===== src/core/flyback_defs.svh =====
/*
 constants of the flyback mode and protection sequencer: register map,
 field positions, reset values and timing counts.
 assumes a 100 MHz clock; included by bare name.
*/
`ifndef FLYBACK_DEFS_SVH
`define FLYBACK_DEFS_SVH

// register byte addresses
`define REG_CTRL 8'h00
`define REG_STATUS 8'h04
// control fields
`define CTRL_LIGHT_BIT 0
`define CTRL_MINON_LSB 8
`define CTRL_RESET 32'h0000_0A01
// clock
`define CLK_PS 10000
`define CLK_NS 10
// sr edge rate: picoseconds moved per microsecond
`define SR_STEP_PS 1500
`define US_CYC (1000 / `CLK_NS)
// protection times
`define CLAMP_US 1500
`define CLAMP_CYC (`CLAMP_US * 1000 / `CLK_NS)
`define OCP_US 1500
`define OCP_CYC (`OCP_US * 1000 / `CLK_NS)
`define HICCUP_MS 40
`define HICCUP_CYC (`HICCUP_MS * 1000000 / `CLK_NS)
`define SPECIAL_MS 200
`define SPECIAL_CYC (`SPECIAL_MS * 1000000 / `CLK_NS)
// soft stop sink relative to soft start current, in tenths
`define SS_STOP_SINK_X10 8'h0F

`endif


===== src/core/flyback_pkg.sv =====
/*
 types of the flyback mode and protection sequencer.
 assumes nothing beyond a SystemVerilog compiler.
*/
package flyback_pkg;
   typedef enum logic [2:0] {
      ST_OFF = 3'b000,
      ST_SOFTSTART = 3'b001,
      ST_RUN = 3'b010,
      ST_RECOVER = 3'b011,
      ST_SOFTSTOP = 3'b100,
      ST_HICCUP = 3'b101
   } seq_state_t;
endpackage


===== src/core/sr_ramp.sv =====
/*
 synchronous rectifier width ramp: moves the width toward a target or
 toward zero at a fixed edge rate per microsecond.
 assumes a 100 MHz clock and a synchronous active high reset.
*/
`timescale 1ns/10ps
`default_nettype none
`include "flyback_defs.svh"
module sr_ramp (
   // clock and reset
   input wire logic clk_i,
   input wire logic rst_i,
   // control
   input wire logic clear_i,
   input wire logic phase_in_i,
   input wire logic [7:0] target_i,
   // result
   output logic [7:0] width_o
);
   logic [6:0] us_cnt;
   logic [14:0] frac;
   logic tick;
   logic step;

   assign tick = (us_cnt == 7'(`US_CYC - 1));
   assign step = tick && (frac + 15'(`SR_STEP_PS) >= 15'(`CLK_PS));

   always_ff @(posedge clk_i) begin
      if (rst_i || tick) begin
         us_cnt <= 7'h00;
      end else begin
         us_cnt <= 7'(us_cnt + 7'd1);
      end
   end

   // fractional edge position accumulates per microsecond
   always_ff @(posedge clk_i) begin
      if (rst_i || clear_i) begin
         frac <= 15'h0000;
      end else if (step) begin
         frac <= 15'(frac + 15'(`SR_STEP_PS) - 15'(`CLK_PS));
      end else if (tick) begin
         frac <= 15'(frac + 15'(`SR_STEP_PS));
      end
   end

   always_ff @(posedge clk_i) begin
      if (rst_i || clear_i) begin
         width_o <= 8'h00;
      end else if (step && phase_in_i && width_o < target_i) begin
         width_o <= 8'(width_o + 8'd1);
      end else if (step && (!phase_in_i || width_o > target_i) && width_o != 8'h00) begin
         width_o <= 8'(width_o - 8'd1);
      end
   end
endmodule
`default_nettype wire


===== src/core/flyback_sequencer.sv =====
/*
 flyback mode and protection sequencer: light load and forced continuous
 conduction selection, sr phase in and out, pulse skip, soft stop,
 feedback recovery, overcurrent period counter and hiccup timers, with
 a classic wishbone register slave.
 assumes comparator inputs synchronous to clk_i and one period_start_i
 pulse per switching period from the oscillator.
*/
// Contract
// - below light-load threshold the sr drive turns off; primary keeps full pwm
// - above light-load threshold run forced continuous conduction with sr drive active
// - leaving light load, sr edges widen at most 1.5 ns per microsecond
// - continuous to discontinuous, sr pulses narrow at the same rate
// - error at minimum clamp skips pulses; above it in light load, minimum on-time
// - in light load each sr pulse ends before the next primary pulse edge
// - variant without light load never skips and always runs continuous conduction
// - on disable, sr off at once; primary width falls to minimum, then zero
// - soft stop discharges soft-start reference with about 1.5x soft-start current
// - secondary supply in lockout stops error-level transmission to the primary
// - max current, clamped error, low feedback: discharge reference to feedback, restart
// - error above maximum clamp longer than 1.5 ms enters hiccup
// - during precharge soft start, reference 100 mV above feedback re-enters recovery
// - secondary supply entering lockout starts a 200 ms hiccup instead of 40 ms
// - current sense above 120 mV ends the present primary pulse immediately
// - overcurrent every period for 1.5 ms enters 40 ms hiccup, then soft start
// - counter latches last state; one clean period after a hit still counts
// - counter resets only after two consecutive periods without overcurrent; code also clears it whenever not in soft start, run or recovery
`timescale 1ns/10ps
`default_nettype none
`include "flyback_defs.svh"
module flyback_sequencer
   import flyback_pkg::*;
#(
   parameter int unsigned CLAMP_CYC = `CLAMP_CYC,
   parameter int unsigned OCP_CYC = `OCP_CYC,
   parameter int unsigned HICCUP_CYC = `HICCUP_CYC,
   parameter int unsigned SPECIAL_CYC = `SPECIAL_CYC
) (
   // clock and reset
   input wire logic clk_i,
   input wire logic rst_i,
   // wishbone slave
   input wire logic wb_cyc_i,
   input wire logic wb_stb_i,
   input wire logic wb_we_i,
   input wire logic [7:0] wb_adr_i,
   input wire logic [3:0] wb_sel_i,
   input wire logic [31:0] wb_dat_i,
   output logic [31:0] wb_dat_o,
   output logic wb_ack_o,
   // oscillator and loop
   input wire logic period_start_i,
   input wire logic [7:0] loop_width_i,
   // comparator decisions
   input wire logic enable_i,
   input wire logic err_below_light_i,
   input wire logic err_at_min_clamp_i,
   input wire logic err_at_max_clamp_i,
   input wire logic cs_at_max_i,
   input wire logic cs_over_limit_i,
   input wire logic fb_below_ref_i,
   input wire logic ss_above_fb_i,
   input wire logic ss_equals_fb_i,
   input wire logic softstart_done_i,
   input wire logic secondary_uvlo_i,
   // drives and analog controls
   output logic gate_o,
   output logic sr_drive_o,
   output logic comp_link_o,
   output logic ss_start_o,
   output logic ss_fast_discharge_o,
   output logic [7:0] ss_sink_tenths_o,
   output logic hiccup_o
);
   seq_state_t state;
   logic [31:0] ctrl;
   logic light_support;
   logic [7:0] min_on;
   logic light_load;
   logic active;
   logic precharge;
   logic hic_long;
   logic uvlo_q;
   logic uvlo_rise;
   logic [17:0] clamp_cnt;
   logic [17:0] ocp_time;
   logic [24:0] hic_cnt;
   logic clamp_to;
   logic ocp_to;
   logic hic_enter;
   logic recovery_cond;
   logic ocp_seen;
   logic ocp_hit;
   logic streak;
   logic miss_one;
   logic [7:0] per_cnt;
   logic [7:0] period_len;
   logic [7:0] gate_width;
   logic [7:0] gate_len;
   logic [7:0] stop_width;
   logic [7:0] next_width;
   logic gate_q;
   logic gate_end;
   logic sr_q;
   logic [7:0] sr_cnt;
   logic [7:0] sr_width;
   logic [7:0] sr_target;
   logic sr_allowed;
   logic wb_req;

   function automatic logic [7:0] sat_inc(input logic [7:0] v);
      sat_inc = (v == 8'hFF) ? v : 8'(v + 8'd1);
   endfunction

   assign light_support = ctrl[`CTRL_LIGHT_BIT];
   assign min_on = ctrl[`CTRL_MINON_LSB +: 8];
   assign light_load = light_support && err_below_light_i;
   assign active = (state == ST_SOFTSTART) || (state == ST_RUN) || (state == ST_RECOVER);
   assign uvlo_rise = secondary_uvlo_i && !uvlo_q;
   assign clamp_to = (clamp_cnt >= 18'(CLAMP_CYC));
   assign ocp_to = (ocp_time >= 18'(OCP_CYC));
   assign hic_enter = active && (uvlo_rise || clamp_to || ocp_to);
   assign recovery_cond = cs_at_max_i && err_at_max_clamp_i && fb_below_ref_i;
   assign ocp_hit = ocp_seen || cs_over_limit_i;
   assign gate_end = gate_q && (cs_over_limit_i || sat_inc(per_cnt) >= gate_width);

   // primary width chosen for the coming period
   always_comb begin
      next_width = 8'h00;
      if (state == ST_SOFTSTOP) begin
         next_width = stop_width;
      end else if (active) begin
         if (light_load && err_at_min_clamp_i) begin
            next_width = 8'h00;
         end else if (light_load && loop_width_i < min_on) begin
            next_width = min_on;
         end else begin
            next_width = loop_width_i;
         end
      end
   end

   // sequencer state
   always_ff @(posedge clk_i) begin
      if (rst_i) begin
         state <= ST_OFF;
      end else begin
         case (state)
            ST_OFF: begin
               if (enable_i) begin
                  state <= ST_SOFTSTART;
               end
            end
            ST_SOFTSTART: begin
               if (hic_enter) begin
                  state <= ST_HICCUP;
               end else if (!enable_i) begin
                  state <= ST_SOFTSTOP;
               end else if (precharge && ss_above_fb_i) begin
                  state <= ST_RECOVER;
               end else if (softstart_done_i) begin
                  state <= ST_RUN;
               end
            end
            ST_RUN: begin
               if (hic_enter) begin
                  state <= ST_HICCUP;
               end else if (!enable_i) begin
                  state <= ST_SOFTSTOP;
               end else if (recovery_cond) begin
                  state <= ST_RECOVER;
               end
            end
            ST_RECOVER: begin
               if (hic_enter) begin
                  state <= ST_HICCUP;
               end else if (!enable_i) begin
                  state <= ST_SOFTSTOP;
               end else if (ss_equals_fb_i) begin
                  state <= ST_SOFTSTART;
               end
            end
            ST_SOFTSTOP: begin
               if (period_start_i && stop_width == 8'h00) begin
                  state <= ST_OFF;
               end
            end
            ST_HICCUP: begin
               if (hic_cnt == 25'h000_0000) begin
                  state <= enable_i ? ST_SOFTSTART : ST_OFF;
               end
            end
            default: begin
               state <= ST_OFF;
            end
         endcase
      end
   end

   // soft start from precharge follows recovery
   always_ff @(posedge clk_i) begin
      if (rst_i || state == ST_OFF || state == ST_HICCUP || state == ST_RUN) begin
         precharge <= 1'b0;
      end else if (state == ST_RECOVER) begin
         precharge <= 1'b1;
      end
   end

   // hiccup timer on the clock
   always_ff @(posedge clk_i) begin
      if (rst_i) begin
         hic_cnt <= 25'h000_0000;
         hic_long <= 1'b0;
      end else if (hic_enter) begin
         hic_long <= uvlo_rise;
         hic_cnt <= uvlo_rise ? 25'(SPECIAL_CYC - 1) : 25'(HICCUP_CYC - 1);
      end else if (state == ST_HICCUP && hic_cnt != 25'h000_0000) begin
         hic_cnt <= 25'(hic_cnt - 25'd1);
      end
   end

   always_ff @(posedge clk_i) begin
      if (rst_i) begin
         uvlo_q <= 1'b0;
      end else begin
         uvlo_q <= secondary_uvlo_i;
      end
   end

   // time spent above the maximum clamp
   always_ff @(posedge clk_i) begin
      if (rst_i || !active || !err_at_max_clamp_i) begin
         clamp_cnt <= 18'h0_0000;
      end else if (!clamp_to) begin
         clamp_cnt <= 18'(clamp_cnt + 18'd1);
      end
   end

   // overcurrent latched within the period, set wins over clear
   always_ff @(posedge clk_i) begin
      if (rst_i) begin
         ocp_seen <= 1'b0;
      end else if (cs_over_limit_i) begin
         ocp_seen <= 1'b1;
      end else if (period_start_i) begin
         ocp_seen <= 1'b0;
      end
   end

   // per period overcurrent counter
   always_ff @(posedge clk_i) begin
      if (rst_i || !active) begin
         streak <= 1'b0;
         miss_one <= 1'b0;
      end else if (period_start_i) begin
         if (ocp_hit) begin
            streak <= 1'b1;
            miss_one <= 1'b0;
         end else if (miss_one) begin
            streak <= 1'b0;
            miss_one <= 1'b0;
         end else begin
            miss_one <= 1'b1;
         end
      end
   end

   always_ff @(posedge clk_i) begin
      if (rst_i || !streak) begin
         ocp_time <= 18'h0_0000;
      end else if (!ocp_to) begin
         ocp_time <= 18'(ocp_time + 18'd1);
      end
   end

   // period timing
   always_ff @(posedge clk_i) begin
      if (rst_i) begin
         per_cnt <= 8'h00;
         period_len <= 8'h00;
      end else if (period_start_i) begin
         per_cnt <= 8'h00;
         period_len <= per_cnt;
      end else begin
         per_cnt <= sat_inc(per_cnt);
      end
   end

   // primary drive
   always_ff @(posedge clk_i) begin
      if (rst_i) begin
         gate_q <= 1'b0;
         gate_width <= 8'h00;
         gate_len <= 8'h00;
      end else if (hic_enter || state == ST_HICCUP || state == ST_OFF) begin
         gate_q <= 1'b0;
      end else if (period_start_i) begin
         gate_width <= next_width;
         gate_q <= (next_width != 8'h00);
      end else if (gate_end) begin
         gate_q <= 1'b0;
         gate_len <= sat_inc(per_cnt);
      end
   end

   // soft stop width walks down to minimum, then zero
   always_ff @(posedge clk_i) begin
      if (rst_i) begin
         stop_width <= 8'h00;
      end else if (state != ST_SOFTSTOP) begin
         stop_width <= gate_width;
      end else if (period_start_i) begin
         stop_width <= (stop_width > min_on) ? 8'(stop_width - 8'd1) : 8'h00;
      end
   end

   // synchronous rectifier
   assign sr_allowed = active && enable_i && !hic_enter;
   assign sr_target = (period_len > gate_len) ? 8'(period_len - gate_len) : 8'h00;

   sr_ramp u_ramp (
      .clk_i(clk_i),
      .rst_i(rst_i),
      .clear_i(!sr_allowed),
      .phase_in_i(!light_load),
      .target_i(sr_target),
      .width_o(sr_width)
   );

   always_ff @(posedge clk_i) begin
      if (rst_i || !sr_allowed) begin
         sr_q <= 1'b0;
         sr_cnt <= 8'h00;
      end else if (period_start_i) begin
         sr_q <= 1'b0;
      end else if (gate_end) begin
         sr_q <= (sr_width != 8'h00);
         sr_cnt <= 8'h00;
      end else if (sr_q) begin
         sr_cnt <= sat_inc(sr_cnt);
         if (sat_inc(sr_cnt) >= sr_width) begin
            sr_q <= 1'b0;
         end
      end
   end

   assign gate_o = gate_q && !cs_over_limit_i;
   assign sr_drive_o = sr_q;
   assign comp_link_o = !secondary_uvlo_i;
   assign ss_start_o = (state == ST_SOFTSTART);
   assign ss_fast_discharge_o = (state == ST_RECOVER);
   assign ss_sink_tenths_o = (state == ST_SOFTSTOP) ? `SS_STOP_SINK_X10 : 8'h00;
   assign hiccup_o = (state == ST_HICCUP);

   // wishbone slave, one wait state
   assign wb_req = wb_cyc_i && wb_stb_i && !wb_ack_o;

   always_ff @(posedge clk_i) begin
      if (rst_i) begin
         wb_ack_o <= 1'b0;
      end else begin
         wb_ack_o <= wb_req;
      end
   end

   always_ff @(posedge clk_i) begin
      if (rst_i) begin
         ctrl <= `CTRL_RESET;
      end else if (wb_cyc_i && wb_stb_i && wb_ack_o && wb_we_i && wb_adr_i == `REG_CTRL) begin
         for (int i = 0; i < 4; i++) begin
            if (wb_sel_i[i]) begin
               ctrl[i*8 +: 8] <= wb_dat_i[i*8 +: 8];
            end
         end
      end
   end

   always_ff @(posedge clk_i) begin
      if (rst_i) begin
         wb_dat_o <= 32'h0000_0000;
      end else if (wb_req && !wb_we_i) begin
         if (wb_adr_i == `REG_CTRL) begin
            wb_dat_o <= ctrl;
         end else if (wb_adr_i == `REG_STATUS) begin
            wb_dat_o <= {16'h0000, sr_width, 1'b0, precharge, hic_long, streak, light_load, state};
         end else begin
            wb_dat_o <= 32'h0000_0000;
         end
      end
   end
endmodule
`default_nettype wire


===== config.mk =====
export PLATFORM = sky130hd
export DESIGN_NAME = flyback_sequencer
export DESIGN_NICKNAME = d
export VERILOG_FILES = /design/src/core/flyback_pkg.sv /design/src/core/sr_ramp.sv /design/src/core/flyback_sequencer.sv
export VERILOG_INCLUDE_DIRS = /design/src /design/src/core
export SDC_FILE = /design/constraint.sdc
export NUM_CORES = 1
export LEC_CHECK = 0
export BUFFER_PORTS_ARGS = -buffer_cell sky130_fd_sc_hd__clkbuf_2
export CAP_MARGIN = 20
export CORE_ASPECT_RATIO = 0.9
export CORE_UTILIZATION = 55
export CTS_CLUSTER_SIZE = 8
export DETAILED_ROUTE_END_ITERATION = 6
export PLACE_DENSITY = 0.75
export SLEW_MARGIN = 20
export SYNTH_ARGS = -nofsm -noshare
export SYNTH_HDL_FRONTEND = slang
export SYNTH_HIERARCHICAL = 1
export SYNTH_SLANG_ARGS = --single-unit

===== constraint.sdc =====
create_clock -name clk_i -period 8.6 [get_ports clk_i]
set_input_delay 1.72 -clock clk_i [delete_from_list [all_inputs] [get_ports clk_i]]
set_output_delay 1.72 -clock clk_i [all_outputs]
set_load 0.05 [all_outputs]

==> results of run 1 <==
[routing by layer]
| layer | wire length, um | vias to the layer above | track usage, % | share of wire, % |
|---|---|---|---|---|
| met1 | 13200 | 4763 | 34.7 | 47 |
| met5 | 0 | - | 0 | 0 |
| met2 | 12500 | 284 | 42.7 | 45 |
| li1 | - | 5194 | - | - |
| met4 | 615 | 0 | 6.91 | 2.2 |
| met3 | 1760 | 42 | 4.95 | 6.3 |
[state kept, by name (all words and copies together) (netlist names), 3 cells and up]
signal and cells:
hic_cnt 25, clamp_cnt 18, gate_width 8, u_ramp/us_cnt 7, wb_dat_o 32, ctrl 32
u_ramp/width_o 8, per_cnt 8, gate_len 8, stop_width 8, u_ramp/frac 13, sr_cnt 8
period_len 8, ocp_time 18, state 3
[cells by family (layout without fill, tap and decap cells)]
kind of cell,count (synthesis),in the layout
AND/OR/NAND/NOR,588,588
AO/OA/AOI/OAI,297,297
flip-flops,213,213
buffers and inverters,143,226
XOR/XNOR,82,82
adder cells (fa/ha/maj),68,68
multiplexers,32,32
other,1,4
[synthesized netlist by cell type (3+ instances only)]
cell type and n:
nand3_1 94, o22ai_1 3, a31oi_1 15, mux2_2 4, a221oi_1 3, or4_1 8
nor3b_1 6, and2_1 5, a211o_1 8, xor2_1 36, nor4_1 17, a211oi_1 17
o21ai_0 44, a22o_1 3, and3_1 18, a21oi_1 111, clkbuf_1 48, ha_1 66
or4_4 3, or3_1 18, o21a_1 8, dfxtp_1 213, buf_4 8, nor2b_1 12
nor3_1 31, o21bai_1 3, or2_2 4, mux2i_1 28, o211ai_1 4, buf_2 4
inv_1 76, a21o_1 13, a22oi_1 8, and4_1 7, a222oi_1 12, nand2_1 154
nand2b_1 12, nor2_1 159, o2bb2ai_1 3, nor4b_1 3, xnor2_1 46, buf_6 4
o31ai_1 6, nand4_1 21
[tightest hold or removal path: stages (launching register included)]
cell and delay (ns):
dfxtp_1 0.30, nand2_1 0.05, a21oi_1 0.05
[layout by cell type, fill, tap and decap left out, types with 18 or more instances in the layout]
cell type / netlist / routed
ha_1: 66 / 66
nand4_1: 21 / 21
and3_1: 18 / 18
xor2_1: 36 / 36
inv_1: 76 / 76
nor3_1: 31 / 30
xnor2_1: 46 / 46
a21oi_1: 111 / 111
or3_1: 18 / 18
o21ai_0: 44 / 44
nand3_1: 94 / 94
clkbuf_2: 0 / 110
mux2i_1: 28 / 28
nor2_1: 159 / 159
dfxtp_1: 213 / 213
clkbuf_16: 0 / 31
nand2_1: 154 / 154
[final timing paths]
path,startpoint,end,slack (ns),cells past startpoint
setup / recovery,period_len[0],u_ramp/width_o[7],2.80,26
hold / removal,wb_dat_o[19],wb_dat_o[19],0.45,2
setup reg to reg,period_len[0],u_ramp/width_o[7],2.80,26
hold reg to reg,wb_dat_o[19],wb_dat_o[19],0.45,2
[stage by stage]
step	instances	setup WS [ns]	power, W	hold slack, ns
2_1_floorplan	1427	3.71	0.00147	0.433
3_3_place_gp	1764	3.24	0.00157	0.437
3_5_place_dp	1764	3.10	0.00158	0.444
4_1_cts	1796	2.95	0.00260	0.451
5_1_grt	1796	2.43	0.00271	0.468
6_report	1796	2.80	0.00259	0.448
[area by class of cell]
| cell class | count | area [sq um] | area share (%) |
|---|---|---|---|
| Clock inverter | 1 | 5.00 | 0.0382 |
| Tap cell | 286 | 358 | 2.73 |
| Clock buffer | 31 | 776 | 5.92 |
| Inverter | 78 | 293 | 2.23 |
| Multi-Input combinational cell | 1071 | 6820 | 52.0 |
| Sequential cell | 213 | 4260 | 32.5 |
| Timing Repair Buffer | 116 | 596 | 4.54 |
[power by group]
group          internal (W)  total [W]  switching (W)
logic              0.000177   0.000464       0.000287
clock network      0.000622    0.00103       0.000405
registers           0.00104    0.00110      0.0000631
total               0.00184    0.00259       0.000754
==> run metrics, run 1 <==
status=completed; most used flip-flop cell after synthesis=dfxtp_1; Root Driver=clkbuf_16; DR vias=10300; Final Util=63.1%; Final Skew=0.0104 ns; Critical Path Source Type=flip-flop; drt first-iter violations=685; Initial Utilization=56.1%; crit path DAT=6.27 ns; Port Buf Inserts=111; maximum clock frequency=172 MHz; Worst-Margin Slew=1.05 ns; Antenna Cells=0; DRT Pass-1 Iters=6; Final TNS setup=0 ns; #FFs+latches synth=213; Final ANT Viol Nets=0; core footprint=0.0208 sq mm; largest net degree at the start of global routing=84; Req. time, crit path=9.07 ns; post-route clock period utilization=67.5%; Clock Tree Buf Depth=3; area delta synth->final=12.6%; GRT Total Usage=25.9%; top post-synthesis cells by area=dfxtp_1, ha_1, nor2_1; post-synthesis async set-or-reset flop share=0%; Slew headroom=29.5%; htree depth=1; Rows=50; clk slew on worst S/H paths=0.05 ns; die height=140 um; XOR/XNOR Fraction of Synth Area=6.17%; Largest delay share family, worst path=compound AO/OA/AOI/OAI gates; crit path kind=reg -> reg; Seq/Total Area, Yosys=36.6%; vias in the first global route=9760; Setup Buffers After CTS=0; slowest stage delay, CP=0.45 ns; max_cap viols=0; Synthesis Warnings=6; Final Max Slew Viols=0; endpoints failing setup=0; nets=1647; Num CTS Buffers=30; cts hold-fix bufs=0; CP Max Fanout=8; GP Congestion=0.870; min Tclk post-route=5.80 ns; post-synth top area cell=dfxtp_1; instance area after placement=0.0123 sq mm; IO Pins=116; synthesized cell area=0.0116 sq mm; post-synthesis cell type count=89; Worst path most repeated cell=a21oi_1; Synth Area in Simple Gates=24.6%; Worst path slowest cell=nand4_1; CP endpoint kind=flip-flop; Vias per Instance=5.73; share of cells above drive strength 1=12.1%; main combinational cell family by area after synthesis=simple AND/OR/NAND/NOR gates; Total Routed Length=28100 um; # clock sinks=213; Hold WC Path Type=reg -> reg; RSZ-0062 raised after global routing=false; Clock Latency Late Sink=0.54 ns; CTS tree=done; buffers and inverters on the worst path=3; detailed placement HPWL=19900 um; Chip Width=155 um; Final Hold Fails=0; Pwr Density=198 mW/mm^2; # DRC=0; Static Leakage=5.13 nW; die area=0.0218 sq mm; initial antenna violation count=0; Fill cells=1878; global route total overflow=0; complex-gate fraction of the synthesized area=17.2%; Final Cell Area=0.0131 sq mm; adder-cell share of the synthesized area=7.44%; Mapped Avg Cell Area=8.18 sq um; worst vdd ir=0.139 mV; first-pass GRT wire length=46900 um; post-synth top area share=36.6%; Gate Count Post-Synth=1424; Avg WL per Cell=15.6 um; multiplexer area fraction after synthesis=2.79%; EDFF count, synth=0; CTS resizes=0
No activity file was read; power rests on OpenSTA's default activity.
==> inputs of run 2 (changes only) <==
Settings changed: CORE_UTILIZATION 55 to 54, PLACE_DENSITY 0.75 to 0.77.
Clock period 8.6 ns to 4.7 ns, I/O delays scaled along.
==> run metrics, run 2 (synthesis results as in run 1) <==
Rows=50 (unchanged); drt first-iter violations=810 (+18%); Static Leakage=5.21 nW (+1.6%); Root Driver=clkbuf_16; CP endpoint kind=flip-flop; clk slew on worst S/H paths=0.05 ns (about the same); post-place setup slack=-0.138 ns (-3.24 ns); failing checks=design-rule violations, negative setup slack; Initial Utilization=55.6% (-0.50 points); die height=141 um (+0.91%); Total Routed Length=29400 um (+4.9%); RSZ-0062 raised after global routing=true; largest net degree at the start of global routing=82 (-2.4%); core footprint=0.0210 sq mm (+0.90%); Final ANT Viol Nets=0 (unchanged); detailed placement HPWL=20500 um (+3.2%); area of the multi-input gates=0.00694 sq mm (+1.8%); Req. time, crit path=5.17 ns (-3.90 ns); Worst path slowest cell=or3_1; IO Pins=116 (unchanged); Largest regs=ctrl x32, wb_dat_o x32, hic_cnt x25; Antenna Cells=0 (unchanged); Final Hold Fails=0 (unchanged); Pwr Density=355 mW/mm^2 (+80%); Hold WC Path Type=reg -> reg; DRT Pass-1 Iters=7 (+1); # DRC=1 (+1); Worst Hold Margin=0.447 ns (-0.000201 ns); GRT Total Usage=26.5% (+0.59 points); Num CTS Buffers=30 (unchanged); GP Congestion=0.902 (+3.6%); max_cap viols=0 (unchanged); min Tclk post-route=4.72 ns (-1.08 ns); share of cells above drive strength 1=14.7% (+2.6 points); status=complete, but fails checks; Final Skew=0.0230 ns (+0.0126 ns); DR vias=10600 (+3.2%); CTS tree=done; Port Buf Inserts=111 (unchanged); Clock Tree Buf Depth=3 (unchanged); Chip Width=157 um (+0.91%); Avg WL per Cell=16.2 um (+3.8%); initial antenna violation count=0 (unchanged); vias in the first global route=9852 (+0.94%); nets=1665 (+1.1%); area delta synth->final=14.7%; most common cell after layout, fill and taps aside=dfxtp_1; crit path DAT=5.20 ns (-1.07 ns); Final TNS setup=-0.0231 ns (-0.0231 ns); htree depth=1 (unchanged); crit path kind=reg -> reg; first-pass GRT wire length=48200 um (+2.6%); Clock Latency Late Sink=0.55 ns (about the same); most frequent cells in the layout=dfxtp_1, nor2_1, nand2_1; Fill cells=1800 (-4.2%); Critical Path Source Type=flip-flop; global route total overflow=0 (unchanged); Worst path most repeated cell=a21oi_2; worst vdd ir=0.252 mV (+81%); CP Max Fanout=6 (-2); Slew headroom=36.1% (+6.6 points); post-route clock period utilization=100% (+33 points); die area=0.0222 sq mm (+1.8%); slowest stage delay, CP=0.36 ns (-0.09 ns); # clock sinks=213 (unchanged); Reg area=0.00427 sq mm (about the same); endpoints failing setup=1 (+1); Vias per Instance=5.85 (+2.2%); Final Max Slew Viols=0 (unchanged); maximum clock frequency=212 MHz (+23%); final worst setup slack=-0.0231 ns (-2.82 ns); Worst-Margin Slew=0.958 ns (-0.0941 ns)
==> run 2: cell count changes in the layout (fill, tap and decap cells not counted), sizes merged <==
cell    change
buf        +18
clkinv      +1
clkbuf      -1
==> run 2: cell type report <==
| cell class | instances | area share (%) |
|---|---|---|
| Inverter | 78 | 2.19 |
| Clock inverter | 2 | 0.159 |
| Sequential cell | 213 | 31.9 |
| Clock buffer | 30 | 5.62 |
| Multi-Input combinational cell | 1071 | 51.9 |
| Timing Repair Buffer | 134 | 5.47 |
| Tap cell | 286 | 2.68 |
==> run 2: routing by layer <==
layer	share of wire, %	track usage (%)
met1	46	36.2
met2	45	42.5
met3	7.2	5.93
met4	1.8	6.19
met5	0	0
==> run 2: metrics by stage <==
stage | total power [W] | area, sq um | utilization, % | cells
after global routing | 0.00497 | 13400 | 63.7 | 1814
after floorplan | 0.00268 | 11700 | - | 1427
after CTS | 0.00476 | 13200 | 63.1 | 1810
after detailed placement | 0.00290 | 12400 | 59.4 | 1777
after global placement | 0.00288 | 12400 | 59.3 | 1776
final | 0.00475 | 13400 | 63.7 | 1814
==> run 2: report_power, final <==
group	total [W]	internal, W	leakage (nW)	switching [W]
sequential	0.00201	0.00190	1.72	0.000111
clock	0.00186	0.00111	0.380	0.000752
combinational	0.000874	0.000332	3.11	0.000542
total	0.00475	0.00334	5.21	0.00140
==> run 2: worst paths after layout <==
check	start	to	slack [ns]	cells past startpoint
max	period_len[0]	u_ramp/width_o[7]	-0.02	28
min	wb_dat_o[16]	wb_dat_o[16]	0.45	2
max reg2reg	period_len[0]	u_ramp/width_o[7]	-0.02	28
min reg2reg	wb_dat_o[16]	wb_dat_o[16]	0.45	2
==> run 2: worst max-delay path, delay by kind of cell (launching register included) <==
| family | cells | cell delay [ns] |
|---|---|---|
| compound gates | 15 | 2.10 |
| xor+xnor | 1 | 0.10 |
| fa+ha+maj | 4 | 1.01 |
| buf+inv | 4 | 0.30 |
| flops | 1 | 0.33 |
| simple gates | 4 | 0.82 |
==> run 2: what timing repair did <==
item,CTS,global route
setup buffers,1,4
endpoints found under the setup margin,2,4
pin swaps,6,25
gates resized for setup,3,24
hold buffers,0,0
cloned,0,0
endpoints found under the hold margin,0,0
